[src/mbc_pkg.sv]
package mbc_pkg;

	// register byte offsets inside the 4 KB window
	localparam logic [11:0] MBC_CTRL_OFS = 12'h000;
	localparam logic [11:0] MBC_STAT_OFS = 12'h004;
	localparam logic [11:0] MBC_MASK_OFS = 12'h008;
	localparam logic [11:0] MBC_LOW_OFS = 12'h00C;
	localparam logic [11:0] MBC_HIGH_OFS = 12'h010;
	localparam logic [11:0] MBC_ARR_OFS = 12'h014;
	localparam logic [11:0] MBC_BG_OFS = 12'h018;
	localparam logic [11:0] MBC_FAIL_OFS = 12'h01C;
	localparam logic [11:0] MBC_MERR_OFS = 12'h020;
	localparam logic [11:0] MBC_CFG0_OFS = 12'h024;
	localparam logic [11:0] MBC_CFG1_OFS = 12'h028;
	localparam int MBC_WIN_BITS = 12;

	// control fields
	localparam int MBC_CTRL_START = 0;
	localparam int MBC_CTRL_OFFL = 1;
	localparam int MBC_CTRL_STOP = 2;
	// status / mask fields
	localparam int MBC_ST_DONE = 0;
	localparam int MBC_ST_ERR = 1;
	localparam int MBC_ST_PAR = 2;
	localparam int MBC_ST_BITS = 3;
	localparam int MBC_ST_BUSY = 8;

	// reset values
	localparam logic [2:0] MBC_CTRL_RST = 3'h0;
	localparam logic [2:0] MBC_MASK_RST = 3'h0;
	localparam int MBC_PLU_BITS = 2;

	// one march element
	typedef struct packed {
		logic down;
		logic rd;
		logic rval;
		logic wr;
		logic wval;
	} mbc_elem_s;

	// march c-: up w0; up r0w1; up r1w0; down r0w1; down r1w0; up r0
	function automatic mbc_elem_s mbc_elem(input logic [2:0] idx);
		unique case (idx)
			3'h0: mbc_elem = '{1'b0, 1'b0, 1'b0, 1'b1, 1'b0};
			3'h1: mbc_elem = '{1'b0, 1'b1, 1'b0, 1'b1, 1'b1};
			3'h2: mbc_elem = '{1'b0, 1'b1, 1'b1, 1'b1, 1'b0};
			3'h3: mbc_elem = '{1'b1, 1'b1, 1'b0, 1'b1, 1'b1};
			3'h4: mbc_elem = '{1'b1, 1'b1, 1'b1, 1'b1, 1'b0};
			default: mbc_elem = '{1'b0, 1'b1, 1'b0, 1'b0, 1'b0};
		endcase
	endfunction : mbc_elem

endpackage : mbc_pkg

[src/mbc_exec.sv]
`timescale 1ns/1ps
module mbc_exec import mbc_pkg::*; #(
	parameter int AW = 10,
	parameter int DW = 32,
	parameter int PROG = 6
) (
	// clock and reset
	input wire logic clk_sys,
	input wire logic rst_n,
	// control
	input wire logic start,
	input wire logic stop_on_err,
	input wire logic [AW-1:0] low_addr,
	input wire logic [AW-1:0] high_addr,
	input wire logic [DW-1:0] bg,
	// result
	output logic busy,
	output logic done_pulse,
	output logic err_pulse,
	output logic [AW-1:0] fail_addr,
	// memory side
	output logic mem_req,
	output logic mem_we,
	output logic [AW-1:0] mem_addr,
	output logic [DW-1:0] mem_wdata,
	input wire logic [DW-1:0] mem_rdata
);
	typedef enum logic [2:0] {
		MBC_IDLE = 3'h0,
		MBC_READ = 3'h1,
		MBC_CHECK = 3'h3,
		MBC_WRITE = 3'h2,
		MBC_STEP = 3'h6
	} mbc_state_e;

	mbc_state_e state_reg, state_next;
	logic [2:0] elem_reg, elem_next;
	logic [AW-1:0] addr_reg, addr_next;
	logic [AW-1:0] fail_reg, fail_next;
	logic done_reg, done_next;
	logic err_reg, err_next;
	mbc_elem_s cur, nxt, first_el;
	logic last_addr;
	logic miss;

	assign cur = mbc_elem(elem_reg);
	assign nxt = mbc_elem(elem_reg + 3'h1);
	assign first_el = mbc_elem(3'h0);
	assign last_addr = cur.down ? (addr_reg == low_addr) : (addr_reg == high_addr);
	assign miss = mem_rdata != (cur.rval ? ~bg : bg);

	// march sequencer: every entry of every element is visited, unless stop_on_err ends the run at the first miss
	always_comb begin
		state_next = state_reg;
		elem_next = elem_reg;
		addr_next = addr_reg;
		fail_next = fail_reg;
		done_next = 1'b0;
		err_next = 1'b0;
		unique case (state_reg)
			MBC_IDLE: begin
				if (start) begin
					elem_next = 3'h0;
					addr_next = first_el.down ? high_addr : low_addr;
					state_next = first_el.rd ? MBC_READ : MBC_WRITE;
				end
			end
			MBC_READ: state_next = MBC_CHECK;
			MBC_CHECK: begin
				if (miss) begin
					err_next = 1'b1;
					fail_next = addr_reg;
				end
				if (miss && stop_on_err) begin
					done_next = 1'b1;
					state_next = MBC_IDLE;
				end else begin
					state_next = cur.wr ? MBC_WRITE : MBC_STEP;
				end
			end
			MBC_WRITE: state_next = MBC_STEP;
			MBC_STEP: begin
				if (!last_addr) begin
					addr_next = cur.down ? addr_reg - 1'b1 : addr_reg + 1'b1;
					state_next = cur.rd ? MBC_READ : MBC_WRITE;
				end else if (32'(elem_reg) + 1 >= PROG) begin
					done_next = 1'b1;
					state_next = MBC_IDLE;
				end else begin
					elem_next = elem_reg + 3'h1;
					addr_next = nxt.down ? high_addr : low_addr;
					state_next = nxt.rd ? MBC_READ : MBC_WRITE;
				end
			end
			default: state_next = MBC_IDLE;
		endcase
	end

	always_ff @(posedge clk_sys or negedge rst_n) begin
		if (!rst_n) begin
			state_reg <= MBC_IDLE;
			elem_reg <= 3'h0;
			addr_reg <= '0;
			fail_reg <= '0;
			done_reg <= 1'b0;
			err_reg <= 1'b0;
		end else begin
			state_reg <= state_next;
			elem_reg <= elem_next;
			addr_reg <= addr_next;
			fail_reg <= fail_next;
			done_reg <= done_next;
			err_reg <= err_next;
		end
	end

	assign busy = state_reg != MBC_IDLE;
	assign done_pulse = done_reg;
	assign err_pulse = err_reg;
	assign fail_addr = fail_reg;
	assign mem_req = (state_reg == MBC_READ) || (state_reg == MBC_WRITE);
	assign mem_we = state_reg == MBC_WRITE;
	assign mem_addr = addr_reg;
	assign mem_wdata = cur.wval ? ~bg : bg;

endmodule : mbc_exec

[src/mbc_par_reg.sv]
`timescale 1ns/1ps
module mbc_par_reg import mbc_pkg::*; #(
	parameter int W = 8,
	parameter bit RESET_ALL = 1'b1,
	parameter bit REQUIRED = 1'b1,
	parameter bit PARITY = 1'b0,
	parameter logic [W-1:0] RST_VAL = '0
) (
	// clock and reset
	input wire logic clk_sys,
	input wire logic rst_n,
	// load port
	input wire logic we,
	input wire logic [W-1:0] d,
	// stored value
	output logic [W-1:0] q,
	output logic par_err
);
	logic [W-1:0] q_next;
	logic par_reg;
	logic par_next;

	// hold unless loaded; parity follows the value
	always_comb begin
		q_next = we ? d : q;
		par_next = ^q_next;
	end

	// reset scope chosen at build time
	generate
		if (RESET_ALL || REQUIRED) begin : g_rst
			always_ff @(posedge clk_sys or negedge rst_n) begin
				if (!rst_n) begin
					q <= RST_VAL;
					par_reg <= ^RST_VAL;
				end else begin
					q <= q_next;
					par_reg <= par_next;
				end
			end
		end else begin : g_norst
			// saves reset routing on wide data flops
			always_ff @(posedge clk_sys) begin
				q <= q_next;
				par_reg <= par_next;
			end
		end
	endgenerate

	assign par_err = PARITY ? (par_reg != ^q) : 1'b0;

endmodule : mbc_par_reg

[src/mbc_top.sv]
`timescale 1ns/1ps
module mbc_top import mbc_pkg::*; #(
	parameter bit reset_scope_param = 1'b1,
	parameter bit flop_parity_param = 1'b0,
	parameter int test_addr_width_param = 10,
	parameter int test_data_width_param = 32,
	parameter int array_select_width_param = 6,
	parameter int error_input_width_param = 4,
	parameter int program_size_param = 6
) (
	// clock and reset
	input wire logic clk_sys,
	input wire logic rst_n,
	// wishbone slave
	input wire logic wb_cyc_i,
	input wire logic wb_stb_i,
	input wire logic wb_we_i,
	input wire logic [31:0] wb_adr_i,
	input wire logic [3:0] wb_sel_i,
	input wire logic [31:0] wb_dat_i,
	output logic [31:0] wb_dat_o,
	output logic wb_ack_o,
	// memory test master
	output logic test_req_out,
	output logic test_we_out,
	output logic [test_addr_width_param-1:0] test_address_out,
	output logic [test_data_width_param-1:0] test_write_data_out,
	input wire logic [test_data_width_param-1:0] test_read_data_in,
	output logic [array_select_width_param-1:0] array_select_out,
	input wire logic [error_input_width_param-1:0] memory_error_in,
	// system side
	output logic func_block_out,
	output logic irq_out
);
	localparam int AW = test_addr_width_param;
	localparam int DW = test_data_width_param;
	localparam int ARW = array_select_width_param;
	localparam int ERW = error_input_width_param;
	localparam int ASW = ARW - MBC_PLU_BITS;

	// bus decode
	logic req;
	logic wr;
	logic [MBC_WIN_BITS-1:0] ofs;
	logic ack_reg, ack_next;
	logic [31:0] rdat_reg, rdat_next;

	// register store
	logic [2:0] ctrl_reg, ctrl_next;
	logic [MBC_ST_BITS-1:0] stat_reg, stat_next;
	logic [MBC_ST_BITS-1:0] mask_q;
	logic [AW-1:0] low_q, high_q;
	logic [ARW-1:0] arr_q;
	logic [DW-1:0] bg_q;
	logic [ERW-1:0] merr_reg, merr_next;
	logic start_reg, start_next;
	logic [4:0] wen;
	logic [4:0] perr;
	logic [31:0] mask_m, low_m, high_m, arr_m, bg_m;

	// execution unit result
	logic busy;
	logic done_pulse;
	logic err_pulse;
	logic [AW-1:0] fail_addr;
	logic mem_req;
	logic mem_we;
	logic [AW-1:0] mem_addr;
	logic [DW-1:0] mem_wdata;

	// byte-lane merge for partial writes
	function automatic logic [31:0] mbc_merge(input logic [31:0] old_v,
			input logic [31:0] new_v, input logic [3:0] sel);
		logic [31:0] res;
		res = old_v;
		for (int i = 0; i < 4; i++) begin
			if (sel[i]) begin
				res[8*i +: 8] = new_v[8*i +: 8];
			end
		end
		mbc_merge = res;
	endfunction : mbc_merge

	// one access per request, address wraps inside the window
	assign req = wb_cyc_i && wb_stb_i && !ack_reg;
	assign wr = req && wb_we_i;
	assign ofs = wb_adr_i[MBC_WIN_BITS-1:0];

	// merged write words; slices are taken from these, never from a call
	assign mask_m = mbc_merge(32'(mask_q), wb_dat_i, wb_sel_i);
	assign low_m = mbc_merge(32'(low_q), wb_dat_i, wb_sel_i);
	assign high_m = mbc_merge(32'(high_q), wb_dat_i, wb_sel_i);
	assign arr_m = mbc_merge(32'(arr_q), wb_dat_i, wb_sel_i);
	assign bg_m = mbc_merge(32'(bg_q), wb_dat_i, wb_sel_i);

	// load strobes of the parity-protected registers
	always_comb begin
		wen = 5'h0;
		if (wr) begin
			wen[0] = ofs == MBC_MASK_OFS;
			wen[1] = ofs == MBC_LOW_OFS;
			wen[2] = ofs == MBC_HIGH_OFS;
			wen[3] = ofs == MBC_ARR_OFS;
			wen[4] = ofs == MBC_BG_OFS;
		end
	end

	// mask register: per-event choice between interrupt and flag
	mbc_par_reg #(
		.W(MBC_ST_BITS),
		.RESET_ALL(reset_scope_param),
		.REQUIRED(1'b1),
		.PARITY(flop_parity_param),
		.RST_VAL(MBC_MASK_RST)
	) u_mask (
		.clk_sys(clk_sys),
		.rst_n(rst_n),
		.we(wen[0]),
		.d(mask_m[MBC_ST_BITS-1:0]),
		.q(mask_q),
		.par_err(perr[0])
	);

	// address bounds of the march
	mbc_par_reg #(
		.W(AW),
		.RESET_ALL(reset_scope_param),
		.REQUIRED(1'b0),
		.PARITY(flop_parity_param),
		.RST_VAL('0)
	) u_low (
		.clk_sys(clk_sys),
		.rst_n(rst_n),
		.we(wen[1]),
		.d(low_m[AW-1:0]),
		.q(low_q),
		.par_err(perr[1])
	);

	mbc_par_reg #(
		.W(AW),
		.RESET_ALL(reset_scope_param),
		.REQUIRED(1'b0),
		.PARITY(flop_parity_param),
		.RST_VAL('1)
	) u_high (
		.clk_sys(clk_sys),
		.rst_n(rst_n),
		.we(wen[2]),
		.d(high_m[AW-1:0]),
		.q(high_q),
		.par_err(perr[2])
	);

	// array select, upper two bits are the protection unit field
	mbc_par_reg #(
		.W(ARW),
		.RESET_ALL(reset_scope_param),
		.REQUIRED(1'b0),
		.PARITY(flop_parity_param),
		.RST_VAL('0)
	) u_arr (
		.clk_sys(clk_sys),
		.rst_n(rst_n),
		.we(wen[3]),
		.d(arr_m[ARW-1:0]),
		.q(arr_q),
		.par_err(perr[3])
	);

	// data background pattern
	mbc_par_reg #(
		.W(DW),
		.RESET_ALL(reset_scope_param),
		.REQUIRED(1'b0),
		.PARITY(flop_parity_param),
		.RST_VAL('0)
	) u_bg (
		.clk_sys(clk_sys),
		.rst_n(rst_n),
		.we(wen[4]),
		.d(bg_m[DW-1:0]),
		.q(bg_q),
		.par_err(perr[4])
	);

	// execution unit: the bus reaches it only through the stored registers and the registered start
	mbc_exec #(
		.AW(AW),
		.DW(DW),
		.PROG(program_size_param)
	) u_exec (
		.clk_sys(clk_sys),
		.rst_n(rst_n),
		.start(start_reg),
		.stop_on_err(ctrl_reg[MBC_CTRL_STOP]),
		.low_addr(low_q),
		.high_addr(high_q),
		.bg(bg_q),
		.busy(busy),
		.done_pulse(done_pulse),
		.err_pulse(err_pulse),
		.fail_addr(fail_addr),
		.mem_req(mem_req),
		.mem_we(mem_we),
		.mem_addr(mem_addr),
		.mem_wdata(mem_wdata),
		.mem_rdata(test_read_data_in)
	);

	// control, sticky status and error capture
	always_comb begin
		ctrl_next = ctrl_reg;
		start_next = 1'b0;
		stat_next = stat_reg;
		merr_next = merr_reg;
		if (wr && ofs == MBC_CTRL_OFS && wb_sel_i[0]) begin
			ctrl_next = wb_dat_i[2:0] & 3'h6; // start bit never stored
			start_next = wb_dat_i[MBC_CTRL_START] && !busy;
		end
		// write one to clear, applied before the sets
		if (wr && ofs == MBC_STAT_OFS && wb_sel_i[0]) begin
			stat_next = stat_reg & ~wb_dat_i[MBC_ST_BITS-1:0];
		end
		if (wr && ofs == MBC_MERR_OFS) begin
			merr_next = '0;
		end
		// a set in the clearing cycle wins, so no event is lost
		if (done_pulse) begin
			stat_next[MBC_ST_DONE] = 1'b1;
		end
		if (err_pulse) begin
			stat_next[MBC_ST_ERR] = 1'b1;
		end
		if (busy && |memory_error_in) begin
			merr_next = merr_next | memory_error_in;
			stat_next[MBC_ST_ERR] = 1'b1;
		end
		if (|perr) begin
			stat_next[MBC_ST_PAR] = 1'b1;
		end
	end

	always_ff @(posedge clk_sys or negedge rst_n) begin
		if (!rst_n) begin
			ctrl_reg <= MBC_CTRL_RST;
			start_reg <= 1'b0;
			stat_reg <= '0;
			merr_reg <= '0;
		end else begin
			ctrl_reg <= ctrl_next;
			start_reg <= start_next;
			stat_reg <= stat_next;
			merr_reg <= merr_next;
		end
	end

	// read mux; unmapped offsets answer with zero
	always_comb begin
		ack_next = req;
		rdat_next = 32'h0;
		if (req && !wb_we_i) begin
			unique case (ofs)
				MBC_CTRL_OFS: rdat_next = 32'(ctrl_reg);
				MBC_STAT_OFS: rdat_next = 32'(stat_reg) | (32'(busy) << MBC_ST_BUSY);
				MBC_MASK_OFS: rdat_next = 32'(mask_q);
				MBC_LOW_OFS: rdat_next = 32'(low_q);
				MBC_HIGH_OFS: rdat_next = 32'(high_q);
				MBC_ARR_OFS: rdat_next = 32'(arr_q);
				MBC_BG_OFS: rdat_next = 32'(bg_q);
				MBC_FAIL_OFS: rdat_next = 32'(fail_addr);
				MBC_MERR_OFS: rdat_next = 32'(merr_reg);
				// build-time parameters
				MBC_CFG0_OFS: rdat_next = {5'h0,
					flop_parity_param, reset_scope_param,
					6'(ERW), 4'(ARW), 9'(DW), 6'(AW)};
				MBC_CFG1_OFS: rdat_next = 32'(6'(program_size_param));
				default: rdat_next = 32'h0;
			endcase
		end
	end

	// ack one cycle after the strobe, dropped the cycle after
	always_ff @(posedge clk_sys or negedge rst_n) begin
		if (!rst_n) begin
			ack_reg <= 1'b0;
			rdat_reg <= 32'h0;
		end else begin
			ack_reg <= ack_next;
			rdat_reg <= rdat_next;
		end
	end

	assign wb_ack_o = ack_reg;
	assign wb_dat_o = rdat_reg;

	// memory side drive
	assign test_req_out = mem_req;
	assign test_we_out = mem_we;
	assign test_address_out = mem_addr;
	assign test_write_data_out = mem_wdata;
	assign array_select_out = {arr_q[ARW-1 -: MBC_PLU_BITS], arr_q[ASW-1:0]};

	// functional path kept off the array for the whole run
	assign func_block_out = busy || ctrl_reg[MBC_CTRL_OFFL];
	// level interrupt, masked bits stay flags only
	assign irq_out = |(stat_reg & mask_q);

endmodule : mbc_top

[config.mk]
export PLATFORM = sky130hd
export DESIGN_NAME = mbc_top
export DESIGN_NICKNAME = d
export VERILOG_FILES = /design/src/mbc_pkg.sv /design/src/mbc_exec.sv /design/src/mbc_par_reg.sv /design/src/mbc_top.sv
export SDC_FILE = /design/constraint.sdc
export NUM_CORES = 1
export LEC_CHECK = 0
export BUFFER_PORTS_ARGS = -buffer_cell sky130_fd_sc_hd__clkbuf_2
export CAP_MARGIN = 30
export CELL_PAD_IN_SITES_DETAIL_PLACEMENT = 1
export CELL_PAD_IN_SITES_GLOBAL_PLACEMENT = 1
export CORE_UTILIZATION = 35
export CTS_CLUSTER_SIZE = 30
export DETAILED_ROUTE_END_ITERATION = 16
export HOLD_SLACK_MARGIN = 0.08
export PLACE_DENSITY = 0.66
export SKIP_CTS_REPAIR_TIMING = 1
export SYNTH_ARGS = -nofsm -noshare
export SYNTH_HDL_FRONTEND = slang
export SYNTH_SLANG_ARGS = --single-unit
[constraint.sdc]
create_clock -name clk_sys -period 3.6 [get_ports clk_sys]
set_input_delay 0.72 -clock clk_sys [delete_from_list [all_inputs] [get_ports clk_sys]]
set_output_delay 0.72 -clock clk_sys [all_outputs]
set_load 0.02 [all_outputs]
==> results of run 1 <==
[path summary, 6_finish.rpt]
kind,endpoint,slack [ps],cells past startpoint
min in group asynchronous,wb_dat_o[24],660,2
worst max register to register,u_exec.elem_reg[1],320,10
worst min-delay path,wb_ack_o,450,1
worst min register to register,wb_ack_o,450,1
worst max-delay path,u_exec.elem_reg[1],320,10
max in group asynchronous,wb_dat_o[20],2100,4
[logic make-up after synthesis]
group | count (synthesis)
buf+inv | 47
xor+xnor | 82
fa+ha+maj | 14
flops | 132
mux | 84
simple gates | 206
compound gates | 120
[cell usage after synthesis (3+ instances only)]
cell type / instances
a21o_1: 3
a21oi_1: 23
a221oi_1: 7
a222oi_1: 5
a22o_1: 6
a22oi_1: 14
a31oi_1: 15
a41oi_1: 6
and2_1: 21
and3_1: 5
buf_1: 4
clkbuf_1: 18
dfrtp_1: 122
dfstp_2: 10
ha_1: 13
inv_1: 18
mux2_2: 74
mux2i_1: 7
nand2_1: 41
nand2b_1: 12
nand3_1: 25
nand4_1: 8
nor2_1: 29
nor3_1: 27
nor4_1: 12
nor4b_1: 3
o2111ai_1: 5
o21ai_0: 8
o311ai_0: 3
or2_2: 4
or4_1: 4
xnor2_1: 76
xor2_1: 6
[layer usage]
metal  up-vias  global-route usage (%)  wire length [um]
met1      3158                    30.0             10800
met5         -                       0                 0
met4         0                    6.29               316
met3        21                    3.79              1150
li1       2881                       -                 -
met2       173                    38.5             11800
[power groups by stage]
stage | Clock (mW) | Combinational (mW) | Sequential (mW)
2_1_floorplan | 0 | 0.0399 | 1.52
5_1_grt | 1.97 | 0.170 | 1.49
4_1_cts | 1.92 | 0.151 | 1.49
6_report | 1.87 | 0.152 | 1.49
3_3_place_gp | 0 | 0.148 | 1.52
3_5_place_dp | 0 | 0.150 | 1.52
[worst max-delay path, stage by stage (launching register included)]
cell,delay [ps]
dfrtp_1,510
inv_1,110
ha_1,310
mux2i_4,300
buf_4,220
mux2_2,340
a22oi_1,210
and4_1,390
nand2_2,170
nor3_2,250
mux2_1,340
[per-stage QoR]
stage               utilization, %  hold WS, ps  total power [mW]  cells
floorplan                        -          404              1.56    685
global placement              42.3          431              1.67   1119
detailed placement            42.3          432              1.67   1119
CTS                           45.4          446              3.56   1151
global route                  45.7          459              3.63   1155
finish                        45.7          446              3.52   1155
[final cells by class]
| type | instances | area, sq um |
|---|---|---|
| clock inverters | 12 | 179 |
| repair buffers | 196 | 1090 |
| clock buffers | 20 | 457 |
| well taps | 270 | 338 |
| fillers | 2314 | 11100 |
| inverters | 19 | 73.8 |
| flip-flops and latches | 132 | 3320 |
| multi-input cells | 506 | 3870 |
==> out/summary.md, run 1 <==
The flow ran to the end, and the final reports show no timing, DRC or antenna violations. The compound-cell area share of the yosys netlist is 12.3%. The number of nets with antenna violations after detailed routing is 0.

The commonest non-fill, non-tap cell in the layout is clkbuf_2. The switching power as a share of total power is 21.8%, and the power per standard cell area is 377 nW/um^2. In this run the core area contains 52 standard-cell rows. The tools report the starting density of the core as 36.1%.

After synthesis, the cell types taking the most area are dfrtp_1, mux2_2, xnor2_1, dfstp_2, ha_1. After synthesis, the largest family of logic cells by area is simple AND/OR/NAND/NOR gates. Buffers inserted during clock tree synthesis total 17.

The adder and majority gate portion of the synthesized area came out at 2.48%. Detailed placement ended at an HPWL of 18100 um. In the layout the commonest cells are clkbuf_2, dfrtp_1, xnor2_1. The tools report the hold path startpoint as wb_ack_o. In the final routed layout, each cell accounts on average for 20.9 um.

Yosys printed 0 warnings. In this run the biggest area consumer among cell types represents 41.4% of the synthesized area. Clock-pin slew was measured on the worst setup and hold paths at 60 ps. Of the synthesized area, sequential elements account for 45.0%. The clock tree synthesis step divided the H-tree into 4 levels. The run gives 6233 as the via count.

For the max-slew violation count, the log shows 0. The CTS root buffer is clkbuf_16. For this run, design rule violations remaining after detail routing come to 0. Combinational logic is responsible for 4.3% of the overall power. The worst setup path is launched from a flop.

The max-cap check violation count was 0; the core area was 20400 sq um. The violation count after the first detailed-route iteration was 314; the post-place setup slack was 244 ps. For the headroom to the max-slew limit, the log shows 42.3%. The number of nets handed over by synthesis was 808. The boundary pin count is 194, and the cell area after placement is 8640 sq um. Based on the critical path, the design can be clocked at up to 0.305 GHz. Port buffering added 173 buffers. At the end of routability-driven placement, the weighted congestion stood at 0.831.

For this run, asynchronously set or reset flops after synthesis account for 100%. Internal power comes to 2.75 mW. Yosys mapped a number of flops with a built-in enable equal to 0.

The first element of the critical path is u_exec.elem_reg[0]. Across the VDD grid, the largest voltage drop is 0.000293 V. Synthesized flop and latch total: 132.

The pin slew with the least headroom to its limit came out at 858 ps. Worst min-delay path category: flop to flop. The first-pass GRT wire length was 37800 um. After the last flow step, the layout net total stands at 995. After routing the design area is 9330 sq um. The number of global-route vias before repair is 6535, and the signed area change from the synthesized netlist to the final layout is 26.5%.

The mean instance size in the synthesized netlist is 10.8 sq um, and the number of cells produced by synthesis is 685. The die is 147 um tall. At the later pin of the worst-skew pair, clock insertion delay measures 420 ps. The clock network is responsible for 53.3% of the overall power.

Post-detailed-route via-to-cell ratio: 5.40. The critical path in this run is classified as flop to flop. The maximum number of pins on one net before global-route repair came out at 102. Setup slack on the critical path of the routed design comes to 322 ps.

Basic-gate share of the synthesized area counting and, or, nand and nor cells: 14.7%. The most used flip-flop cell after synthesis is dfrtp_1. The first-pass iteration count of the detailed router came out at 4.

The worst setup path is captured at a flop. Multiplexer fraction of the synthesized cell area: 13.0%. In this run the power spent charging and discharging nets is 0.768 mW. The maximum count of clock buffers along a single path was 2. The number of failing hold endpoints at the final stage was 0.

Setup violations remaining at the end of the flow were counted as 0. Summed over all layers, the routed wires come to 24100 um. Setup repair after global routing left no endpoint under its margin. The floorplan step defined a die boundary enclosing 21600 sq um. The tools report the number of sinks handled by clock tree synthesis as 132. In this run the critical register-to-register path is launched from u_exec.elem_reg[0].

The worst path in the final design needs a cycle of 3280 ps, including I/O delays and setup. The logs give 0 for the initial antenna violation count and 0 ps for the total negative setup slack. The static leakage is 4.32 nW, and the sequential share of power is 42.4%.

TritonCTS built the clock tree. Largest area contributor in the synthesized netlist: dfrtp_1. The portion of the clock cycle consumed by the worst path in the final layout came out at 91.1%. Across the routed clock network, the largest skew measured is 10.9 ps.

All-layer global routing usage: 22.8%. The number of distinct library cell variants in the gate-level netlist after synthesis was 73; the xor/xnor cell area share of the yosys netlist was 9.74%. The horizontal die dimension is 147 um, and the layout cell share with drive strength beyond 1 is 37.4%.

At the worst endpoint, the arrival time is 3570 ps. The total overflow left after global routing is 0. The data required time of the worst path came out at 3890 ps. The repair_antennas step left the layout with diodes totalling 0. The synthesized netlist occupies a cell area of 7370 sq um. The biggest fanout along the worst timing path was 9.
Note: power is estimated with default switching activity, not from simulation.
==> run 2: changes to the inputs <==
Settings changed: CELL_PAD_IN_SITES_DETAIL_PLACEMENT 1 to default, CELL_PAD_IN_SITES_GLOBAL_PLACEMENT 1 to default, CTS_BUF_LIST from default to sky130_fd_sc_hd__clkbuf_2, PLACE_DENSITY 0.66 to 0.53.
==> run 2 against run 1 <==
  * Highest routed layer unchanged
  * Combinational power hardly changed
  * Non-clock buffer count down 1
  * Clock skew rose by 32 ps
  * Register-to-register slack barely moved
  * Setup slack worse by 3.3 ps
  * Critical path depth is 1 higher
  * Via count is 3.3% lower
  * Clock power fell by 48%
  * Sequential cell count unchanged
  * Worst hold slack got worse by 250 ps
  * Die area stayed put
==> out/summary.md, run 2 (synthesis gave the netlist of run 1 again) <==
The run gives 4230 ps as the data required time of the worst path. The first-pass GRT wire length came out at 34100 um. The first routing iteration left 352 violations.

The worst setup path is captured at a flop. The final layout contains 994 nets. Entering global routing, the biggest net connects 78 pins. In this run the remaining antenna-violating nets after routing total 0. Using the TritonRoute via totals, the vias-per-cell ratio works out to 5.22. The post-route netlist has 37.2% of its cells at a drive strength greater than 1. The standard-cell row count is 52, and the chip height is 147 um. The biggest fanout along the worst timing path was 14. In this run the clock root is driven by a clkbuf_2. 194 I/O pins were placed. Worst endpoint data arrival time: 3910 ps. The floorplan step set the die width to 147 um.

Summed over all layers, the global routing overflow is 0. The top cell types in the final layout, fill and taps aside, are clkbuf_2, dfrtp_1, xnor2_1. Across the VDD grid, the largest voltage drop is 0.000271 V. In this run the number of H-tree levels came out at 4. The tools report the setup clock skew after layout as 42.7 ps.

TritonCTS created 17 clock buffers. The first detailed-routing pass ran for 7 iterations. Headroom to the max-slew limit: 47.8%. The run gives 0 as the max-slew violation count. After detailed placement, the total cell area comes to 8640 sq um. For this run, design rule violations remaining after detail routing come to 0. The via count came out at 6030. Relative to the synthesized area, the layout overhead comes to 20.9%. The type of the setup path with the least slack is flop to flop.

The peak clock frequency supported by timing was 0.305 GHz; the clock period minus final worst setup slack was 3280 ps. The power per standard cell area came out at 293 nW/um^2. The congestion estimate from routability-driven global placement came to 0.849.

The logs give 21600 sq um for the floorplan die area and 730 ps for the insertion delay to the later sink of the worst-skew pair. The static leakage was 4.15 nW. Count of final setup violators: 0. After clock tree synthesis, the clock-pin slew on the worst setup and hold paths is 210 ps.

TritonCTS built the clock tree. Cells fill 43.6% of the core in the end. CTS saw 132 sinks. For the pin with the worst max-slew slack, the measured transition is 773 ps.

The worst min-delay path category is input pin to flop. Counting tap cells, the placed design contains a total of 1121 instances. The number of failing hold endpoints at the final stage is 0. The summed area of non-filler cells in the final layout was 8910 sq um. The run gives 2077 as the fill cell instance count of the final layout.

The run finished with clean final reports. No sink is reached through more buffers than the 2 on the longest clock path. Global routing used 20.8% of the available tracks. The mean routed wirelength per cell is 18.9 um, and the portion of the clock cycle consumed by the worst path in the final layout is 91.1%.

The commonest non-fill, non-tap cell in the layout was clkbuf_2. Summing internal, switching and leakage power gives 2.61 mW. In this run the tool buffered the top-level ports with 173 buffer cells.

The number of global-route vias before repair is 5910. Wires add up to 21900 um. STA classifies the critical path startpoint as a flop.

Once detailed placement completed, the half-perimeter wirelength came to 16700 um. The finished layout holds 1155 standard cells, fillers aside. The core region is 20400 sq um. Initial antenna violation count: 1. Setup repair after global routing left no endpoint under its margin. Across the run, the number of max-cap violations was 0.

The total negative setup slack was 0 ps; the starting density of the core was 36.1%.
[run 2: critical path, cell delays in order (launching register included)]
cell	delay [ps]
dfrtp_2	510
inv_1	90
ha_1	300
mux2i_4	380
inv_4	180
ha_1	410
nand3_1	120
o2111ai_1	210
o311ai_0	290
nor4b_1	250
o41ai_1	330
a21oi_1	110
[run 2: final timing paths]
| kind | startpoint | to | slack, ps | cells past startpoint |
|---|---|---|---|---|
| max in group asynchronous | rst_n | wb_dat_o[18] | 2230 | 4 |
| min | wb_stb_i | wb_ack_o | 200 | 3 |
| max | u_exec.elem_reg[0] | u_exec.mem_addr[9] | 320 | 11 |
| max reg2reg | u_exec.elem_reg[0] | u_exec.mem_addr[9] | 320 | 11 |
| min in group asynchronous | rst_n | u_exec.elem_reg[1] | 400 | 2 |
| min reg2reg | wb_ack_o | wb_ack_o | 470 | 1 |
[run 2: stage by stage]
| stage | setup WS (ps) | hold WS, ps |
|---|---|---|
| 3_3_place_gp | 285 | 444 |
| 5_1_grt | 91.9 | 123 |
| 3_5_place_dp | 282 | 456 |
| 4_1_cts | 228 | -219 |
| 6_report | 319 | 198 |
| 2_1_floorplan | 737 | 404 |
[run 2: final cells by class]
| type | instances | area [sq um] | share of cell area (%) |
|---|---|---|---|
| flip-flops and latches | 132 | 3320 | 37.2 |
| clock inverters | 14 | 161 | 1.81 |
| diodes | 1 | 2.50 | 0.0281 |
| well taps | 270 | 338 | 3.79 |
| repair buffers | 195 | 1060 | 11.9 |
| multi-input cells | 506 | 3870 | 43.4 |
| clock buffers | 18 | 90.1 | 1.01 |
| inverters | 19 | 73.8 | 0.829 |
[run 2: report_power, final]
part	total [mW]	switching, mW	internal, mW
registers	1.49	0.00287	1.49
logic	0.149	0.0864	0.0622
clock network	0.973	0.588	0.385
[run 2: layer usage]
metal  GRT usage [%]  wire, um  vias to the layer above
li1                -         -                     2873
met1            29.9     10600                     2958
met2            31.9     10000                      184
met3            3.91      1090                       15
met4            5.21       194                        0
met5               0         0                        -
